**config.mk**
```make
export PLATFORM = sky130hd
export DESIGN_NAME = bds_status_one
export DESIGN_NICKNAME = d
export VERILOG_FILES = /design/src/shared/bds_pkg.sv /design/src/verilog/bds_status_one.sv
export SDC_FILE = /design/constraint.sdc
export NUM_CORES = 1
export LEC_CHECK = 0
export CAP_MARGIN = 20
export CELL_PAD_IN_SITES_DETAIL_PLACEMENT = 1
export CELL_PAD_IN_SITES_GLOBAL_PLACEMENT = 1
export CORE_AREA = 2 2 88 90
export DETAILED_ROUTE_END_ITERATION = 8
export DIE_AREA = 0 0 90 92
export DONT_BUFFER_PORTS = 1
export GPL_TIMING_DRIVEN = 0
export PLACE_DENSITY_LB_ADDON = 0.3
export SLEW_MARGIN = 20
export SYNTH_ARGS = -nofsm -noshare
export SYNTH_HDL_FRONTEND = slang
export SYNTH_SLANG_ARGS = --single-unit
```
**constraint.sdc**
```tcl
create_clock -name clk_in -period 5.9 [get_ports clk_in]
set_input_delay 0.295 -clock clk_in [delete_from_list [all_inputs] [get_ports clk_in]]
set_output_delay 0.295 -clock clk_in [all_outputs]
set_load 0.005 [all_outputs]
```
**src/shared/bds_pkg.sv**
```systemverilog
package bds_pkg;

  localparam int CLK_MHZ = 40;
  // Filter and reset times in nanoseconds; values are plain defaults.
  localparam int T_OVT_NS     = 1000;
  localparam int T_OVP_NS     = 2000;
  localparam int T_OVP_RST_NS = 2000;
  localparam int T_OVT_CYC     = (T_OVT_NS * CLK_MHZ + 999) / 1000;
  localparam int T_OVP_CYC     = (T_OVP_NS * CLK_MHZ + 999) / 1000;
  localparam int T_OVP_RST_CYC = (T_OVP_RST_NS * CLK_MHZ + 999) / 1000;
  localparam int FILT_W        = 8;

  localparam logic [5:0] STATUS_ONE_ADDR = 6'h06;

  localparam int POS_OVT      = 20;
  localparam int POS_TW2      = 19;
  localparam int POS_TW1      = 18;
  localparam int POS_LOGIC_UV = 17;
  localparam int POS_WD_PROG  = 15;
  localparam int POS_WATCHDOG_FAILURE  = 14;
  localparam int POS_MAIN_UV  = 13;
  localparam int POS_REG_FED  = 11;
  localparam int POS_NOT_GOOD = 8;
  localparam int POS_OVP      = 7;
  localparam int POS_PARITY   = 0;

  localparam logic [23:0] STATUS_RESET = 24'h000000;

  typedef struct packed {
    logic       valid;
    logic [5:0] addr;
    logic       read_clear;
    logic       parity;
  } bds_req_t;

  typedef struct packed {
    logic tj_tsd;
    logic tj_ge_tw2;
    logic tj_ge_tw1;
    logic tj_lt_tw1;
    logic tj_lt_tw1_hys;
  } bds_therm_t;

  typedef struct packed {
    logic vdd_uv;
    logic vs_le_uv;
    logic vs_gt_uv_hys;
    logic vs_le_lv;
    logic vs_gt_lv_hys;
    logic out_ge_15v;
    logic out_below_pg;
    logic fb_ov_on;
    logic fb_below_ov_off;
  } bds_supply_t;

  function automatic logic odd_parity(input logic [23:1] data);
    return ~(^data);
  endfunction : odd_parity

endpackage : bds_pkg

```
**src/verilog/bds_status_one.sv**
```systemverilog
`timescale 1ns/1ps

// Functional notes
// Overtemp in normal mode latches both phases off.
// Host clear works only below second warning.
// Fallback auto-restart clears, then resets if hot.
// High warning tracks, clears below first threshold.
// Low warning tracks with hysteresis, read only.
// Logic supply loss flags and enters fallback.
// Watchdog progress field reports elapsed quarter.
// Watchdog failure latches flag, enters fallback.
// Main undervolt flag with hysteresis and changeover.
// Changeover flag: main low and output >=15V.
// Not-good flag set below 92.5% target.
// Not-good held clear while phases disabled.
// Overvoltage flag set/reset after filter times.
// Overvoltage never set when disabled or pin fails.
// Every frame carries odd parity in bit zero.
// Read-clear flags stay set while cause persists; watchdog expiry is ignored in fallback, so its flag can still clear.
module bds_status_one #(
  parameter int AUTORESTART_CYC = 40000
) (
  input  wire logic                  clk_in,
  input  wire logic                  reset_in,
  input  wire bds_pkg::bds_req_t     req_in,
  input  wire bds_pkg::bds_therm_t   therm_in,
  input  wire bds_pkg::bds_supply_t  supply_in,
  input  wire logic [1:0]            watchdog_progress_in,
  input  wire logic                  watchdog_expire_in,
  input  wire logic [1:0]            phase_disable_in,
  input  wire logic                  output_pin_failure_in,
  output logic [23:0]                rdata_out,
  output logic                       rvalid_out,
  output logic                       phases_off_out,
  output logic                       fallback_mode_out
);

  localparam int FILT_W_L = bds_pkg::FILT_W;
  localparam logic [FILT_W_L-1:0] OVT_CYC     = FILT_W_L'(bds_pkg::T_OVT_CYC);
  localparam logic [FILT_W_L-1:0] OVP_CYC     = FILT_W_L'(bds_pkg::T_OVP_CYC);
  localparam logic [FILT_W_L-1:0] OVP_RST_CYC = FILT_W_L'(bds_pkg::T_OVP_RST_CYC);

  logic        overtemp_shutdown_flag_r, overtemp_shutdown_flag_nxt;
  logic        thermal_warn_high_r, thermal_warn_high_nxt;
  logic        thermal_warn_low_r, thermal_warn_low_nxt;
  logic        logic_supply_missing_r, logic_supply_missing_nxt;
  logic [1:0]  watchdog_progress_r, watchdog_progress_nxt;
  logic        watchdog_failure_r, watchdog_failure_nxt;
  logic        main_supply_undervolt_r, main_supply_undervolt_nxt;
  logic        regulator_fed_from_output_r, regulator_fed_from_output_nxt;
  logic        output_not_good_r, output_not_good_nxt;
  logic        output_overvolt_flag_r, output_overvolt_flag_nxt;
  logic        fallback_r, fallback_nxt;
  logic [FILT_W_L-1:0] ovt_cnt_r, ovt_cnt_nxt;
  logic [FILT_W_L-1:0] ovp_cnt_r, ovp_cnt_nxt;
  logic [31:0] restart_cnt_r, restart_cnt_nxt;
  logic [23:0] rdata_nxt;
  logic        rvalid_nxt;
  logic [23:0] status_w;
  logic        frame_ok_w, hit_w, clear_w, restart_tick_w, ovt_set_w, ovp_block_w;

  always_comb begin
    status_w = bds_pkg::STATUS_RESET;
    status_w[bds_pkg::POS_OVT]      = overtemp_shutdown_flag_r;
    status_w[bds_pkg::POS_TW2]      = thermal_warn_high_r;
    status_w[bds_pkg::POS_TW1]      = thermal_warn_low_r;
    status_w[bds_pkg::POS_LOGIC_UV] = logic_supply_missing_r;
    status_w[bds_pkg::POS_WD_PROG +: 2] = watchdog_progress_r;
    status_w[bds_pkg::POS_WATCHDOG_FAILURE]  = watchdog_failure_r;
    status_w[bds_pkg::POS_MAIN_UV]  = main_supply_undervolt_r;
    status_w[bds_pkg::POS_REG_FED]  = regulator_fed_from_output_r;
    status_w[bds_pkg::POS_NOT_GOOD] = output_not_good_r;
    status_w[bds_pkg::POS_OVP]      = output_overvolt_flag_r;
    status_w[bds_pkg::POS_PARITY]   = bds_pkg::odd_parity(status_w[23:1]);
  end

  // A request frame with even parity is dropped entirely.
  assign frame_ok_w = req_in.valid && (^{req_in.addr, req_in.read_clear, req_in.parity});
  assign hit_w      = frame_ok_w && (req_in.addr == bds_pkg::STATUS_ONE_ADDR);
  assign clear_w    = hit_w && req_in.read_clear;
  assign restart_tick_w = fallback_r && (restart_cnt_r == 32'(AUTORESTART_CYC - 1));
  assign ovt_set_w  = therm_in.tj_tsd && (ovt_cnt_r == OVT_CYC);
  assign ovp_block_w = (phase_disable_in != 2'h0) || output_pin_failure_in;

  always_comb begin
    rvalid_nxt = frame_ok_w;
    rdata_nxt  = hit_w ? status_w : {23'h000000, bds_pkg::odd_parity(23'h000000)};
    ovt_cnt_nxt = therm_in.tj_tsd ? ((ovt_cnt_r == OVT_CYC) ? ovt_cnt_r
                                                           : ovt_cnt_r + 1'b1)
                                  : '0;
    restart_cnt_nxt = (fallback_r && !restart_tick_w) ? restart_cnt_r + 32'h1 : 32'h0;
    overtemp_shutdown_flag_nxt = overtemp_shutdown_flag_r;
    if (clear_w && !therm_in.tj_ge_tw2) begin
      overtemp_shutdown_flag_nxt = 1'b0;
    end
    if (restart_tick_w) begin
      // Only a flag that was already set may be re-armed by the restart.
      overtemp_shutdown_flag_nxt = overtemp_shutdown_flag_r && therm_in.tj_ge_tw2;
    end
    if (ovt_set_w) begin
      overtemp_shutdown_flag_nxt = 1'b1;
    end
    if (therm_in.tj_ge_tw2) begin
      thermal_warn_high_nxt = 1'b1;
    end else if (therm_in.tj_lt_tw1) begin
      thermal_warn_high_nxt = 1'b0;
    end else begin
      thermal_warn_high_nxt = thermal_warn_high_r;
    end
    if (therm_in.tj_ge_tw1) begin
      thermal_warn_low_nxt = 1'b1;
    end else if (therm_in.tj_lt_tw1_hys) begin
      thermal_warn_low_nxt = 1'b0;
    end else begin
      thermal_warn_low_nxt = thermal_warn_low_r;
    end
    logic_supply_missing_nxt = supply_in.vdd_uv;
    watchdog_progress_nxt    = watchdog_progress_in;
    watchdog_failure_nxt = watchdog_failure_r && !clear_w;
    if (watchdog_expire_in && !fallback_r) begin
      watchdog_failure_nxt = 1'b1;
    end
    // Fallback is left only when the supply is back and no failure is latched.
    fallback_nxt = fallback_r;
    if (supply_in.vdd_uv || (watchdog_expire_in && !fallback_r)) begin
      fallback_nxt = 1'b1;
    end else if (!watchdog_failure_r) begin
      fallback_nxt = 1'b0;
    end
    if (supply_in.vs_le_lv && supply_in.out_ge_15v) begin
      regulator_fed_from_output_nxt = 1'b1;
    end else if (supply_in.vs_gt_lv_hys || !supply_in.out_ge_15v) begin
      regulator_fed_from_output_nxt = 1'b0;
    end else begin
      regulator_fed_from_output_nxt = regulator_fed_from_output_r;
    end
    if (supply_in.vs_gt_uv_hys || regulator_fed_from_output_r) begin
      main_supply_undervolt_nxt = 1'b0;
    end else if (supply_in.vs_le_uv) begin
      main_supply_undervolt_nxt = 1'b1;
    end else begin
      main_supply_undervolt_nxt = main_supply_undervolt_r;
    end
    output_not_good_nxt = supply_in.out_below_pg && (phase_disable_in == 2'h0);
    output_overvolt_flag_nxt = output_overvolt_flag_r;
    ovp_cnt_nxt = '0;
    if (ovp_block_w) begin
      output_overvolt_flag_nxt = 1'b0;
    end else if (!output_overvolt_flag_r && supply_in.fb_ov_on) begin
      ovp_cnt_nxt = ovp_cnt_r + 1'b1;
      if (ovp_cnt_r == OVP_CYC - 1'b1) begin
        output_overvolt_flag_nxt = 1'b1;
        ovp_cnt_nxt = '0;
      end
    end else if (output_overvolt_flag_r && supply_in.fb_below_ov_off) begin
      ovp_cnt_nxt = ovp_cnt_r + 1'b1;
      if (ovp_cnt_r == OVP_RST_CYC - 1'b1) begin
        output_overvolt_flag_nxt = 1'b0;
        ovp_cnt_nxt = '0;
      end
    end
  end

  always_ff @(posedge clk_in or posedge reset_in) begin
    if (reset_in) begin
      overtemp_shutdown_flag_r    <= 1'b0;
      thermal_warn_high_r         <= 1'b0;
      thermal_warn_low_r          <= 1'b0;
      logic_supply_missing_r      <= 1'b0;
      watchdog_progress_r         <= 2'h0;
      watchdog_failure_r          <= 1'b0;
      main_supply_undervolt_r     <= 1'b0;
      regulator_fed_from_output_r <= 1'b0;
      output_not_good_r           <= 1'b0;
      output_overvolt_flag_r      <= 1'b0;
      fallback_r                  <= 1'b0;
      ovt_cnt_r                   <= '0;
      ovp_cnt_r                   <= '0;
      restart_cnt_r               <= 32'h0;
      rdata_out                   <= 24'h000000;
      rvalid_out                  <= 1'b0;
    end else begin
      overtemp_shutdown_flag_r    <= overtemp_shutdown_flag_nxt;
      thermal_warn_high_r         <= thermal_warn_high_nxt;
      thermal_warn_low_r          <= thermal_warn_low_nxt;
      logic_supply_missing_r      <= logic_supply_missing_nxt;
      watchdog_progress_r         <= watchdog_progress_nxt;
      watchdog_failure_r          <= watchdog_failure_nxt;
      main_supply_undervolt_r     <= main_supply_undervolt_nxt;
      regulator_fed_from_output_r <= regulator_fed_from_output_nxt;
      output_not_good_r           <= output_not_good_nxt;
      output_overvolt_flag_r      <= output_overvolt_flag_nxt;
      fallback_r                  <= fallback_nxt;
      ovt_cnt_r                   <= ovt_cnt_nxt;
      ovp_cnt_r                   <= ovp_cnt_nxt;
      restart_cnt_r               <= restart_cnt_nxt;
      rdata_out                   <= rdata_nxt;
      rvalid_out                  <= rvalid_nxt;
    end
  end

  assign phases_off_out    = overtemp_shutdown_flag_r;
  assign fallback_mode_out = fallback_r;

  chk_ovt_phases_off: assert property (@(posedge clk_in) disable iff (reset_in)
    (overtemp_shutdown_flag_r && !clear_w && !restart_tick_w) |=> phases_off_out)
    else $error("Phases not off while overtemp flag set.");

  chk_ovt_hot_clear: assert property (@(posedge clk_in) disable iff (reset_in)
    (overtemp_shutdown_flag_r && clear_w && therm_in.tj_ge_tw2) |=> overtemp_shutdown_flag_r)
    else $error("Overtemp cleared while still above second warning.");

  chk_ovt_restart: assert property (@(posedge clk_in) disable iff (reset_in)
    (restart_tick_w && !therm_in.tj_ge_tw2 && !ovt_set_w) |=> !overtemp_shutdown_flag_r)
    else $error("Auto restart did not clear overtemp flag.");

  chk_tw2_track: assert property (@(posedge clk_in) disable iff (reset_in)
    therm_in.tj_ge_tw2 |=> thermal_warn_high_r)
    else $error("High warning not set at threshold.");

  chk_tw1_release: assert property (@(posedge clk_in) disable iff (reset_in)
    (therm_in.tj_lt_tw1_hys && !therm_in.tj_ge_tw1) |=> !thermal_warn_low_r)
    else $error("Low warning not cleared below hysteresis.");

  chk_supply_fallback: assert property (@(posedge clk_in) disable iff (reset_in)
    supply_in.vdd_uv |=> (logic_supply_missing_r && fallback_r))
    else $error("Logic supply loss did not enter fallback.");

  chk_watchdog_failure_mode: assert property (@(posedge clk_in) disable iff (reset_in)
    (watchdog_expire_in && !fallback_r) |=> (watchdog_failure_r && fallback_r))
    else $error("Watchdog failure not latched with fallback.");

  chk_pg_disabled: assert property (@(posedge clk_in) disable iff (reset_in)
    (phase_disable_in != 2'h0) |=> !output_not_good_r)
    else $error("Not-good flag set while phases disabled.");

  chk_ovp_blocked: assert property (@(posedge clk_in) disable iff (reset_in)
    ovp_block_w |=> !output_overvolt_flag_r)
    else $error("Overvoltage flag set while blocked.");

  chk_frame_parity: assert property (@(posedge clk_in) disable iff (reset_in)
    rvalid_out |-> (^rdata_out))
    else $error("Answer frame parity is not odd.");

  chk_ovp_filter: assert property (@(posedge clk_in) disable iff (reset_in)
    $rose(output_overvolt_flag_r) |-> $past(supply_in.fb_ov_on))
    else $error("Overvoltage flag rose without feedback above on level.");

endmodule : bds_status_one

```
==> summary.txt, run 1 <==
Outcome
  • Status: completed

Timing
  • Final setup violation count: 0
  • Max-slew violations: 0
  • Setup TNS: 0 ns
  • Clock skew: about 0.0062 ns
  • Final hold viol count: 0
  • Final cycle utilization of the critical path: 35.5%
  • Slew HR: roughly 64%
  • FMAX: 478 MHz
  • Pin slew with the least headroom to its limit: 0.533 ns
  • Fin Hold WS: 0.0282 ns
  • RSZ-0062 raised after global routing: false
  • Crit path time final: 2.09 ns

Yosys
  • Avg Inst Size Synth: 10.5 µm²
  • Top post-synthesis cells by area: dfrtp_1 51%, xnor2_1 10%, nor2_1 4.2%
  • Synth unique cells: 43
  • Number of flops mapped to enable cells by yosys: 0
  • Sequential element share of the synthesized area: 50.9%
  • Yosys top cell area share: around 50%
  • Cells after Synth: 343
  • Post-synth ARST share: 100%
  • Leading area contributor after synthesis: dfrtp_1
  • YS warnings: 0
  • Cell area after synthesis: approximately 3600 µm²
  • Synth Flop Type: dfrtp_1
  • Synth Register Bits: 73

Detailed routing
  • Final wirelength: 7.28 mm
  • WL/cell: 15.2 µm
  • Residual DRC: 0
  • Via count: roughly 2,400
  • Via/cell ratio: 5.08
  • Starting DRT DRC Count: 106
  • Drt first pass iters: 4
  • ANT nets after route: 0

Clocking
  • CTS root buf: clkbuf_8
  • Clk slew on worst S/H paths: 0.08 ns
  • Num CTS Buffers: 9
  • Later-pin clock latency in the skew report: roughly 0.35 ns
  • CTS tree: built
  • Max clock buf depth: 2
  • Post-CTS Setup Bufs: 0
  • CTS Sinks: 73
  • H-tree depth reported by CTS: 3

Power
  • Logic gate share of total power: between 10% and 20%
  • Lkg Pwr: 1.81 nW
  • Power Density: 265 nW/µm²
  • Clock share of power: 34.6%
  • Max VDD drop: 0.000108 V
  • Sequential share of power: 52.9%
  • P_int: 0.748 mW
  • Net switching power: 0.318 mW
  • Switching Share: 29.8%

Floorplanning
  • Full die area: 8280 µm²
  • Core box area: 7450 µm²
  • Row Count: 32
  • I/O pin cnt: 58
  • Initial Util: approximately half
  • Chip Width: ~90 µm
  • Die H: 92 µm

Hold path
  • Hold Crit Start: phase_disable_in[0]
  • Hold crit path type: input port to flop

Placed design
  • Buffers added on ports: 0
  • HPWL Detailed: 5.31 mm
  • Gp weighted congestion: between 0.7 and 0.8
  • Placed cells: 457

Finish
  • Core Util, Final: 54.0%
  • Share of layout cells above drive strength 1: 12.2%
  • Fin cells: 478
  • Fill count: 842
  • ANT cells: 0
  • Nets: 409
  • Area Overhead vs Synth: 12.0%

Critical path
  • WP data arrival: 2.31 ns
  • Crit Path Max Fanout: 10
  • Worst EP required: 6.12 ns
  • Reg2reg start: restart_cnt_r[0]$_DFF_PP0_
  • Critical path origin: restart_cnt_r[0]$_DFF_PP0_
  • Startpoint Class: flop
  • CP Capture Type: flop
  • Setup CP Type: flop to flop

Flow run
  • Max-capacitance violation count: 0

Global routing
  • Final global-route overflow total: 0
  • Pin count of the biggest net entering global routing: 60
  • First-pass GRT wire length: 12.7 mm
  • Antenna violations before repair: 0
  • Vias in the first global route: 2,619
  • GRT Overall Usage: 19.4%
## cell type report
type	count	area (µm²)	area share, %
Multi-Input combinational cell	247	1620	40.4
Inverter	15	58.8	1.46
Clock inverter	7	58.8	1.46
Tap cell	102	128	3.17
Sequential cell	73	1830	45.4
Clock buffer	9	124	3.08
Buffer	19	125	3.11
Timing Repair Buffer	6	77.6	1.93
## per-layer routing
layer / global-route usage [%] / part of all wire (%) / vias to the layer above
li1: - / - / 1180
met1: 23.4 / 43 / 1213
met5: 0 / 0 / -
met3: 4.35 / 2.7 / 10
met4: 7.69 / 1.8 / 0
met2: 33.8 / 52 / 25
## power groups by stage
stage | Sequential, mW | Combinational (mW) | Clock, mW
after CTS | 0.564 | 0.136 | 0.382
after floorplan | 0.564 | 0.105 | 0
final | 0.563 | 0.133 | 0.369
after global placement | 0.571 | 0.125 | 0
after global routing | 0.570 | 0.152 | 0.401
after detailed placement | 0.574 | 0.132 | 0
## critical path, stage by stage (launching register included)
cell and delay (ns):
dfrtp_1 0.44, ha_1 0.28, nand2_1 0.11, nand4b_1 0.22, o21ai_1 0.33, clkbuf_1 0.46
nor2_1 0.12
## cell usage in the layout, fill, tap and decap left out, drive strengths merged, types with 5 or more instances in the layout
cell type    Yosys  final
xor2            12     12
nor4            14     14
nor3            11     11
dlygate4sd3      0      5
nand3           22     22
nor2            43     43
buf             14     15
dfrtp           73     73
ha               7      7
nand4            5      5
xnor2           41     41
and3             9      9
inv             15     20
nand2           17     17
and2            22     22
clkbuf           5     14
conb             1     12
## flip-flops by register name, indices dropped and copies added (netlist names), 2 cells and up
signal and flops:
ovp_cnt_r 8, ovt_cnt_r 8, rdata_out 12, restart_cnt_r 32, watchdog_progress_r 2
## Yosys cell counts (2+ instances only)
cell and n:
nand3_1 21, o21a_1 2, nor4_1 11, xnor2_1 41, nor3_1 7, dfrtp_1 73, buf_4 12, and3_1 9
nor2_1 40, nor4_2 2, and4b_1 2, and4_1 3, ha_1 7, mux2i_1 2, a21oi_1 2, xor2_1 12
nor3_2 4, nor3b_1 2, inv_1 15, nand2_1 17, nor2_2 3, nor2b_1 3, o21ai_0 2, nor4b_1 2
and2_1 22, clkbuf_1 5, nand4_1 5, a21o_1 2
## cell families after synthesis
group,count (synthesis),synth area share [%]
flip-flops,73,50.9
adder cells (fa/ha/maj),7,2.44
buffers and inverters,34,5.05
other,1,0.104
AO/OA/AOI/OAI,13,2.54
XOR/XNOR,54,13.6
AND/OR/NAND/NOR,159,24.9
multiplexers,2,0.558
## final timing paths
kind	to	slack, ns	depth (start not counted)
setup / recovery	restart_cnt_r[23]$_DFF_PP0_	3.81	6
min in group asynchronous	restart_cnt_r[10]$_DFF_PP0_	0.36	2
setup reg to reg	restart_cnt_r[23]$_DFF_PP0_	3.81	6
max in group asynchronous	restart_cnt_r[7]$_DFF_PP0_	5.01	3
hold / removal	output_not_good_r$_DFF_PP0_	0.03	1
hold reg to reg	ovp_cnt_r[0]$_DFF_PP0_	0.46	1
## through the flow
step | total power [mW] | setup WS, ns | cell area [µm²]
after floorplan | 0.669 | 3.75 | 3630
after global placement | 0.696 | 2.95 | 3760
after detailed placement | 0.706 | 3.77 | 3790
after CTS | 1.08 | 3.76 | 4020
after global routing | 1.12 | 3.60 | 4020
final | 1.07 | 3.81 | 4020
## repair_timing
item	4_1_cts	5_1_grt
endpoints found under the hold margin	18	0
endpoints found under the setup margin	0	0
hold buffers	5	0
resized for setup	0	0
Note: power is estimated with default switching activity, not from simulation.
==> run 2, diff against run 1 <==
--- a/config.mk
+++ b/config.mk
@@ -8,9 +8,9 @@
 export CAP_MARGIN = 20
 export CELL_PAD_IN_SITES_DETAIL_PLACEMENT = 1
 export CELL_PAD_IN_SITES_GLOBAL_PLACEMENT = 1
-export CORE_AREA = 2 2 88 90
+export CORE_AREA = 2 2 94 96
 export DETAILED_ROUTE_END_ITERATION = 8
-export DIE_AREA = 0 0 90 92
+export DIE_AREA = 0 0 96 98
 export DONT_BUFFER_PORTS = 1
 export GPL_TIMING_DRIVEN = 0
 export PLACE_DENSITY_LB_ADDON = 0.3
==> constraint.sdc (replaced) <==
create_clock -name clk_in -period 1.8 [get_ports clk_in]
set_input_delay 0.09 -clock clk_in [delete_from_list [all_inputs] [get_ports clk_in]]
set_output_delay 0.09 -clock clk_in [all_outputs]
set_load 0.005 [all_outputs]
==> summary.txt, run 2 (synthesis gave the netlist of run 1 again) <==
Detailed routing
  • Residual DRC: 0 (unchanged)
  • Final wirelength: 10.7 mm (+46%)
  • Via/cell ratio: 5.31 (+4.6%)
  • WL/cell: 20.1 µm (+32%)
  • Drt first pass iters: 5 (+1)
  • ANT nets after route: 0 (unchanged)
  • Starting DRT DRC Count: 111 (+4.7%)
  • Via count: 2,822 (+16%)

Global routing
  • Pin count of the biggest net entering global routing: 34 (-43%)
  • GRT Overall Usage: 20.7% (+1.3 points)
  • Antenna violations before repair: 0 (unchanged)
  • First-pass GRT wire length: 14.7 mm (+16%)
  • Final global-route overflow total: 0 (unchanged)
  • Vias in the first global route: 2,895 (+11%)

Clocking
  • CTS Sinks: 73 (unchanged)
  • Max clock buf depth: 2 (unchanged)
  • H-tree depth reported by CTS: 3 (unchanged)
  • Clk slew on worst S/H paths: 0.09 ns (about the same)
  • Later-pin clock latency in the skew report: 0.36 ns (about the same)
  • CTS root buf: clkbuf_8
  • Num CTS Buffers: 9 (unchanged)
  • CTS tree: built

Power
  • Net switching power: 1.21 mW (+280%)
  • Clock share of power: 32.9% (-1.7 points)
  • Power Density: 819 nW/µm² (+210%)
  • Sequential share of power: 48.3% (-4.6 points)
  • Lkg Pwr: 2.14 nW (+19%)
  • Logic gate share of total power: 18.7% (+6.2 points)
  • Switching Share: 31.3% (+1.5 points)
  • Max VDD drop: 0.000372 V (+240%)
  • P_int: 2.67 mW (+260%)

Placed design
  • Buffers added on ports: 0 (unchanged)
  • Gp weighted congestion: 0.781 (+1.5%)
  • HPWL Detailed: 5.83 mm (+9.7%)

Finish
  • Area Overhead vs Synth: 32.0%
  • Most common cell after layout, fill and taps aside: dfrtp_1
  • Nets: 456 (+11%)
  • Most frequent cells in the layout: 67 x dfrtp_1, 41 x xnor2_1, 35 x buf_4, 25 x nor2_1, 22 x and2_1
  • Biggest regs: restart_cnt_r: 32 flops, rdata_out: 12 flops
  • Core Util, Final: 56.0% (+2.0 points)
  • Share of layout cells above drive strength 1: 27.4% (+15 points)
  • ANT cells: 0 (unchanged)
  • Max FFs per register: 32 (unchanged)
  • Largest Register: restart_cnt_r

Timing
  • Crit path time final: 1.88 ns (-0.216 ns)
  • Slew HR: 65.3% (+1.2 points)
  • Final hold viol count: 0 (unchanged)
  • Pin slew with the least headroom to its limit: 0.516 ns (-0.0174 ns)
  • RSZ-0062 raised after global routing: true
  • Clock skew: 0.0171 ns (+0.0109 ns)
  • Final worst setup slack: -0.0756 ns (-3.88 ns)
  • Final setup violation count: 16 (+16)
  • Setup TNS: -0.249 ns (-0.249 ns)
  • FMAX: 533 MHz (+12%)
  • Max-slew violations: 0 (unchanged)
  • Final cycle utilization of the critical path: 104% (+69 points)

Critical path
  • WP data arrival: 2.13 ns (-0.18 ns)
  • Reg2reg start: restart_cnt_r[8]$_DFF_PP0_
  • Reg-to-Reg End: restart_cnt_r[30]$_DFF_PP0_
  • CP Capture Type: flop
  • Crit Path Max Fanout: 5 (-5)
  • Setup CP Type: flop to flop
  • Worst EP required: 2.05 ns (-4.07 ns)
  • Startpoint Class: flop
  • Reg-to-reg slack, setup: -0.08 ns (-3.88 ns)
  • R2r worst-path depth: 5 (-1)

Outcome
  • Status: finished, violations left
  • Violated checks: setup timing

Floorplanning
  • Full die area: 9410 µm² (+14%)
  • I/O pin cnt: 58 (unchanged)
  • Chip Width: 96 µm (+6.7%)
  • Initial Util: 42.4% (-5.8 points)
  • Die H: 98 µm (+6.5%)
  • Row Count: 34 (+6.3%)
  • Core box area: 8470 µm² (+14%)

Hold path
  • Hold Crit Start: req_in[1]
  • Hold-critical path depth: 2 (+1)
  • Hold crit path type: input port to flop
  • WHS Endpoint: phases_off_out$_DFFE_PP0P_

Flow run
  • Max-capacitance violation count: 0 (unchanged)
-- run 2: worst max-delay path by stage --
stage,from,end,slack (ns),cells after the start
2_1_floorplan,restart_cnt_r[12]$_DFF_PP0_,restart_cnt_r[30]$_DFF_PP0_,0.003,6
3_3_place_gp,restart_cnt_r[0]$_DFF_PP0_,restart_cnt_r[24]$_DFF_PP0_,-0.31,6
3_5_place_dp,restart_cnt_r[0]$_DFF_PP0_,restart_cnt_r[26]$_DFF_PP0_,-0.44,6
4_1_cts,restart_cnt_r[13]$_DFF_PP0_,restart_cnt_r[30]$_DFF_PP0_,-0.0003,5
5_1_grt,restart_cnt_r[16]$_DFF_PP0_,restart_cnt_r[30]$_DFF_PP0_,-0.16,5
6_report,restart_cnt_r[8]$_DFF_PP0_,restart_cnt_r[30]$_DFF_PP0_,-0.08,5
-- run 2: final cells by class --
cell class	instances	area [µm²]
Fill cell	891	3730
Multi-Input combinational cell	248	1860
Sequential cell	73	1830
Timing Repair Buffer	53	512
Buffer	18	151
Clock buffer	10	138
Tap cell	108	135
Inverter	15	60.1
Clock inverter	6	47.5
-- run 2: per-layer routing --
metal	track usage [%]	up-vias	share of wire, %
li1	-	1281	-
met1	25.7	1431	41
met2	34.7	81	52
met3	3.78	29	4.1
met4	9.34	0	3.4
met5	0	-	0
-- run 2: worst max-delay path, stage by stage, from the launching register on --
cell and delay (ns):
dfrtp_1 0.44, nand3_4 0.13, or4_4 0.60, nor3_4 0.27, mux2i_1 0.26, nor3_2 0.06
-- run 2: power groups by stage --
stage / Sequential, mW / Combinational, mW / Clock, mW
3_3_place_gp: 1.87 / 0.416 / 0
4_1_cts: 1.85 / 0.534 / 1.29
5_1_grt: 1.90 / 0.810 / 1.36
2_1_floorplan: 1.85 / 0.345 / 0
3_5_place_dp: 1.88 / 0.449 / 0
6_report: 1.88 / 0.727 / 1.28
-- run 2: metrics by stage --
step	setup WS, ns	instances	instance area, µm²	power, mW	hold WS (ns)
floorplan	0.00277	354	3640	2.19	0.121
global placement	-0.305	462	3770	2.29	0.121
detailed placement	-0.439	464	3810	2.33	-0.0535
CTS	-0.000330	513	4340	3.67	0.00606
global route	-0.156	531	4740	4.06	0.0248
finish	-0.0756	531	4740	3.88	0.0344
-- run 2: what timing repair did --
item                                   CTS  global route
gates cloned                             0             4
gates resized for setup                 16            61
setup endpoints to repair               32            33
buffers inserted                        13            14
pin swaps                                4            16
hold buffers                            21             0
endpoints found under the hold margin   61             0
==> run 3, diff against run 2 <==
--- a/config.mk
+++ b/config.mk
@@ -14,6 +14,7 @@
 export DONT_BUFFER_PORTS = 1
 export GPL_TIMING_DRIVEN = 0
 export PLACE_DENSITY_LB_ADDON = 0.3
+export RECOVER_POWER = 25
 export SLEW_MARGIN = 20
 export SYNTH_ARGS = -nofsm -noshare
 export SYNTH_HDL_FRONTEND = slang
==> constraint.sdc (replaced) <==
create_clock -name clk_in -period 1.8 [get_ports clk_in]
set_input_delay 0.09 -clock clk_in [delete_from_list [all_inputs] [get_ports clk_in]]
set_output_delay 0.09 -clock clk_in [all_outputs]
set_load 0.05 [all_outputs]
==> summary.txt, run 3 (synthesis gave the netlist of run 1 again) <==
Hold path
  • Hold crit path type: input port to flop

Finish
  • Area Overhead vs Synth: 28.0%
  • Max FFs per register: 32 (unchanged)
  • Fill count: 918 (+3.0%)
  • Share of layout cells above drive strength 1: 23.4% (-4.0 points)
  • Fin cells: 527 (-0.75%)
  • Nets: 452 (-0.88%)
  • ANT cells: 0 (unchanged)
  • Most common cell after layout, fill and taps aside: dfrtp_1
  • Most frequent cells in the layout: 68 x dfrtp_1, 41 x xnor2_1, 40 x nor2_1, 34 x buf_4, 22 x and2_1
  • Largest Register: restart_cnt_r
  • Biggest regs: restart_cnt_r: 32 flops, rdata_out: 12 flops
  • Post-route cell area: 4600 µm² (-3.0%)

Detailed routing
  • Via count: 2,724 (-3.5%)
  • Final wirelength: 9.70 mm (-9.0%)
  • Via/cell ratio: 5.17 (-2.7%)
  • Drt first pass iters: 4 (-1)
  • Starting DRT DRC Count: 59 (-47%)
  • ANT nets after route: 0 (unchanged)
  • WL/cell: 18.4 µm (-8.3%)
  • Residual DRC: 0 (unchanged)

Global routing
  • First-pass GRT wire length: 15.1 mm (+2.4%)
  • Vias in the first global route: 2,919 (+0.83%)
  • Antenna violations before repair: 0 (unchanged)
  • Final global-route overflow total: 0 (unchanged)
  • GRT Overall Usage: 21.3% (+0.54 points)
  • Pin count of the biggest net entering global routing: 34 (unchanged)

Floorplanning
  • Core box area: 8470 µm² (unchanged)
  • Full die area: 9410 µm² (unchanged)
  • Initial Util: 42.4% (unchanged)
  • I/O pin cnt: 58 (unchanged)
  • Row Count: 34 (unchanged)
  • Die H: 98 µm (unchanged)
  • Chip Width: 96 µm (unchanged)

Critical path
  • Reg2reg start: restart_cnt_r[16]$_DFF_PP0_
  • WP data arrival: 2.10 ns (-0.03 ns)
  • Setup CP Type: flop to flop
  • Crit Path Max Fanout: 7 (+2)
  • Crit path max-delay cell type: or4_4
  • Critical path origin: restart_cnt_r[16]$_DFF_PP0_
  • Cells along the critical path: nand3_2 > or4_4 > nor4_2 > xnor2_1 > nor2_2
  • Critical path's largest stage delay: 0.64 ns (+0.04 ns)
  • Worst Setup EP: restart_cnt_r[29]$_DFF_PP0_
  • Worst EP required: 2.05 ns (about the same)
  • R2r worst-path depth: 5 (unchanged)
  • Reg-to-reg slack, setup: -0.05 ns (+0.02 ns)
  • Startpoint Class: flop
  • Critical path's top delay family: simple AND/OR/NAND/NOR gates
  • Buf/Inv on CP: 0 (unchanged)
  • Reg-to-Reg End: restart_cnt_r[29]$_DFF_PP0_
  • CP Capture Type: flop
  • WP depth: 5 (unchanged)

Timing
  • Final worst setup slack: -0.0547 ns (+0.0209 ns)
  • Max-slew violations: 0 (unchanged)
  • Slew HR: 50.4% (-15 points)
  • Final hold viol count: 0 (unchanged)
  • RSZ-0062 raised after global routing: true
  • Crit path time final: 1.85 ns (-0.0209 ns)
  • Pin slew with the least headroom to its limit: 0.745 ns (+0.229 ns)
  • Final setup violation count: 1 (-15)
  • Fin Hold WS: 0.0433 ns (+0.00889 ns)
  • Clock skew: 0.0173 ns (+0.000185 ns)
  • Final cycle utilization of the critical path: 103% (-1.2 points)
  • FMAX: 539 MHz (+1.1%)

Clocking
  • Clk slew on worst S/H paths: 0.09 ns (about the same)
  • Num CTS Buffers: 9 (unchanged)
  • CTS Sinks: 73 (unchanged)
  • Max clock buf depth: 2 (unchanged)
  • H-tree depth reported by CTS: 3 (unchanged)
  • Later-pin clock latency in the skew report: 0.36 ns (about the same)
  • CTS root buf: clkbuf_8
  • CTS tree: built

Placed design
  • HPWL Detailed: 5.83 mm (unchanged)
  • Placed cells: 464 (unchanged)
  • Post-place setup slack: -0.439 ns (unchanged)
  • Area after DPL: 3810 µm² (unchanged)
  • Buffers added on ports: 0 (unchanged)
  • Gp weighted congestion: 0.781 (unchanged)

Outcome
  • Violated checks: setup timing
  • Status: finished, violations left

Power
  • Lkg Pwr: 2.08 nW (-2.8%)
  • Sequential share of power: 49.0% (+0.7 points)
  • P_int: 2.66 mW (-0.42%)
  • Total power: 3.90 mW (+0.36%)
  • Power Density: 848 nW/µm² (+3.4%)
  • Logic gate share of total power: 18.5% (-0.2 points)
  • Switching Share: 31.8% (+0.53 points)
  • Clock share of power: 32.5% (-0.4 points)
  • Net switching power: 1.24 mW (+2.1%)
  • Max VDD drop: 0.000377 V (+1.4%)

Flow run
  • Max-capacitance violation count: 0 (unchanged)
-- run 3: power groups by stage --
stage	Clock (mW)	Sequential [mW]	Combinational [mW]
2_1_floorplan	0	1.89	0.395
3_3_place_gp	0	1.92	0.466
4_1_cts	1.29	1.89	0.584
3_5_place_dp	0	1.92	0.499
5_1_grt	1.35	1.93	0.801
6_report	1.27	1.91	0.721
-- run 3: area by class of cell --
type / instances / area, µm² / area share [%]
Sequential cell: 73 / 1830 / 39.9
Multi-Input combinational cell: 247 / 1750 / 38.1
Timing Repair Buffer: 50 / 487 / 10.6
Buffer: 18 / 150 / 3.27
Clock buffer: 10 / 138 / 2.99
Tap cell: 108 / 135 / 2.94
Inverter: 15 / 57.6 / 1.25
Clock inverter: 6 / 47.5 / 1.03
-- run 3: how the worst min path moves through the flow --
stage,start,end,cells after the start
global placement,watchdog_progress_in[1],watchdog_progress_r[1]$_DFF_PP0_,0
finish,req_in[1],phases_off_out$_DFFE_PP0P_,2
global route,req_in[1],phases_off_out$_DFFE_PP0P_,2
floorplan,supply_in[8],logic_supply_missing_r$_DFF_PP0_,0
detailed placement,reset_in,restart_cnt_r[25]$_DFF_PP0_,1
CTS,req_in[1],phases_off_out$_DFFE_PP0P_,2
-- run 3: metrics by stage --
stage,util [%],TNS [ns]
floorplan,-,0
global placement,44.5,-8.05
detailed placement,45.0,-11.47
CTS,52.1,-0.00666
global route,54.3,-1.77
finish,54.3,-0.0547
-- run 3: timing repair --
action | CTS | global route
endpoints found under the hold margin | 61 | 0
gates cloned | 0 | 3
hold buffers | 21 | 0
gates resized for setup | 18 | 32
endpoints found under the setup margin | 32 | 33
pin swaps | 5 | 9
buffers inserted | 22 | 2
-- run 3: per-layer routing --
metal	GRT usage (%)	wire, µm	up-vias
met3	3.86	290	18
met5	0	0	-
li1	-	-	1267
met1	26.6	4220	1394
met2	35.7	4940	45
met4	8.90	245	0
-- run 3: worst register-to-register path, cell delays in order (launching register included) --
cell and delay [ns]:
dfrtp_1 0.41, nand3_2 0.09, or4_4 0.64, nor4_2 0.33
xnor2_1 0.21, nor2_2 0.06
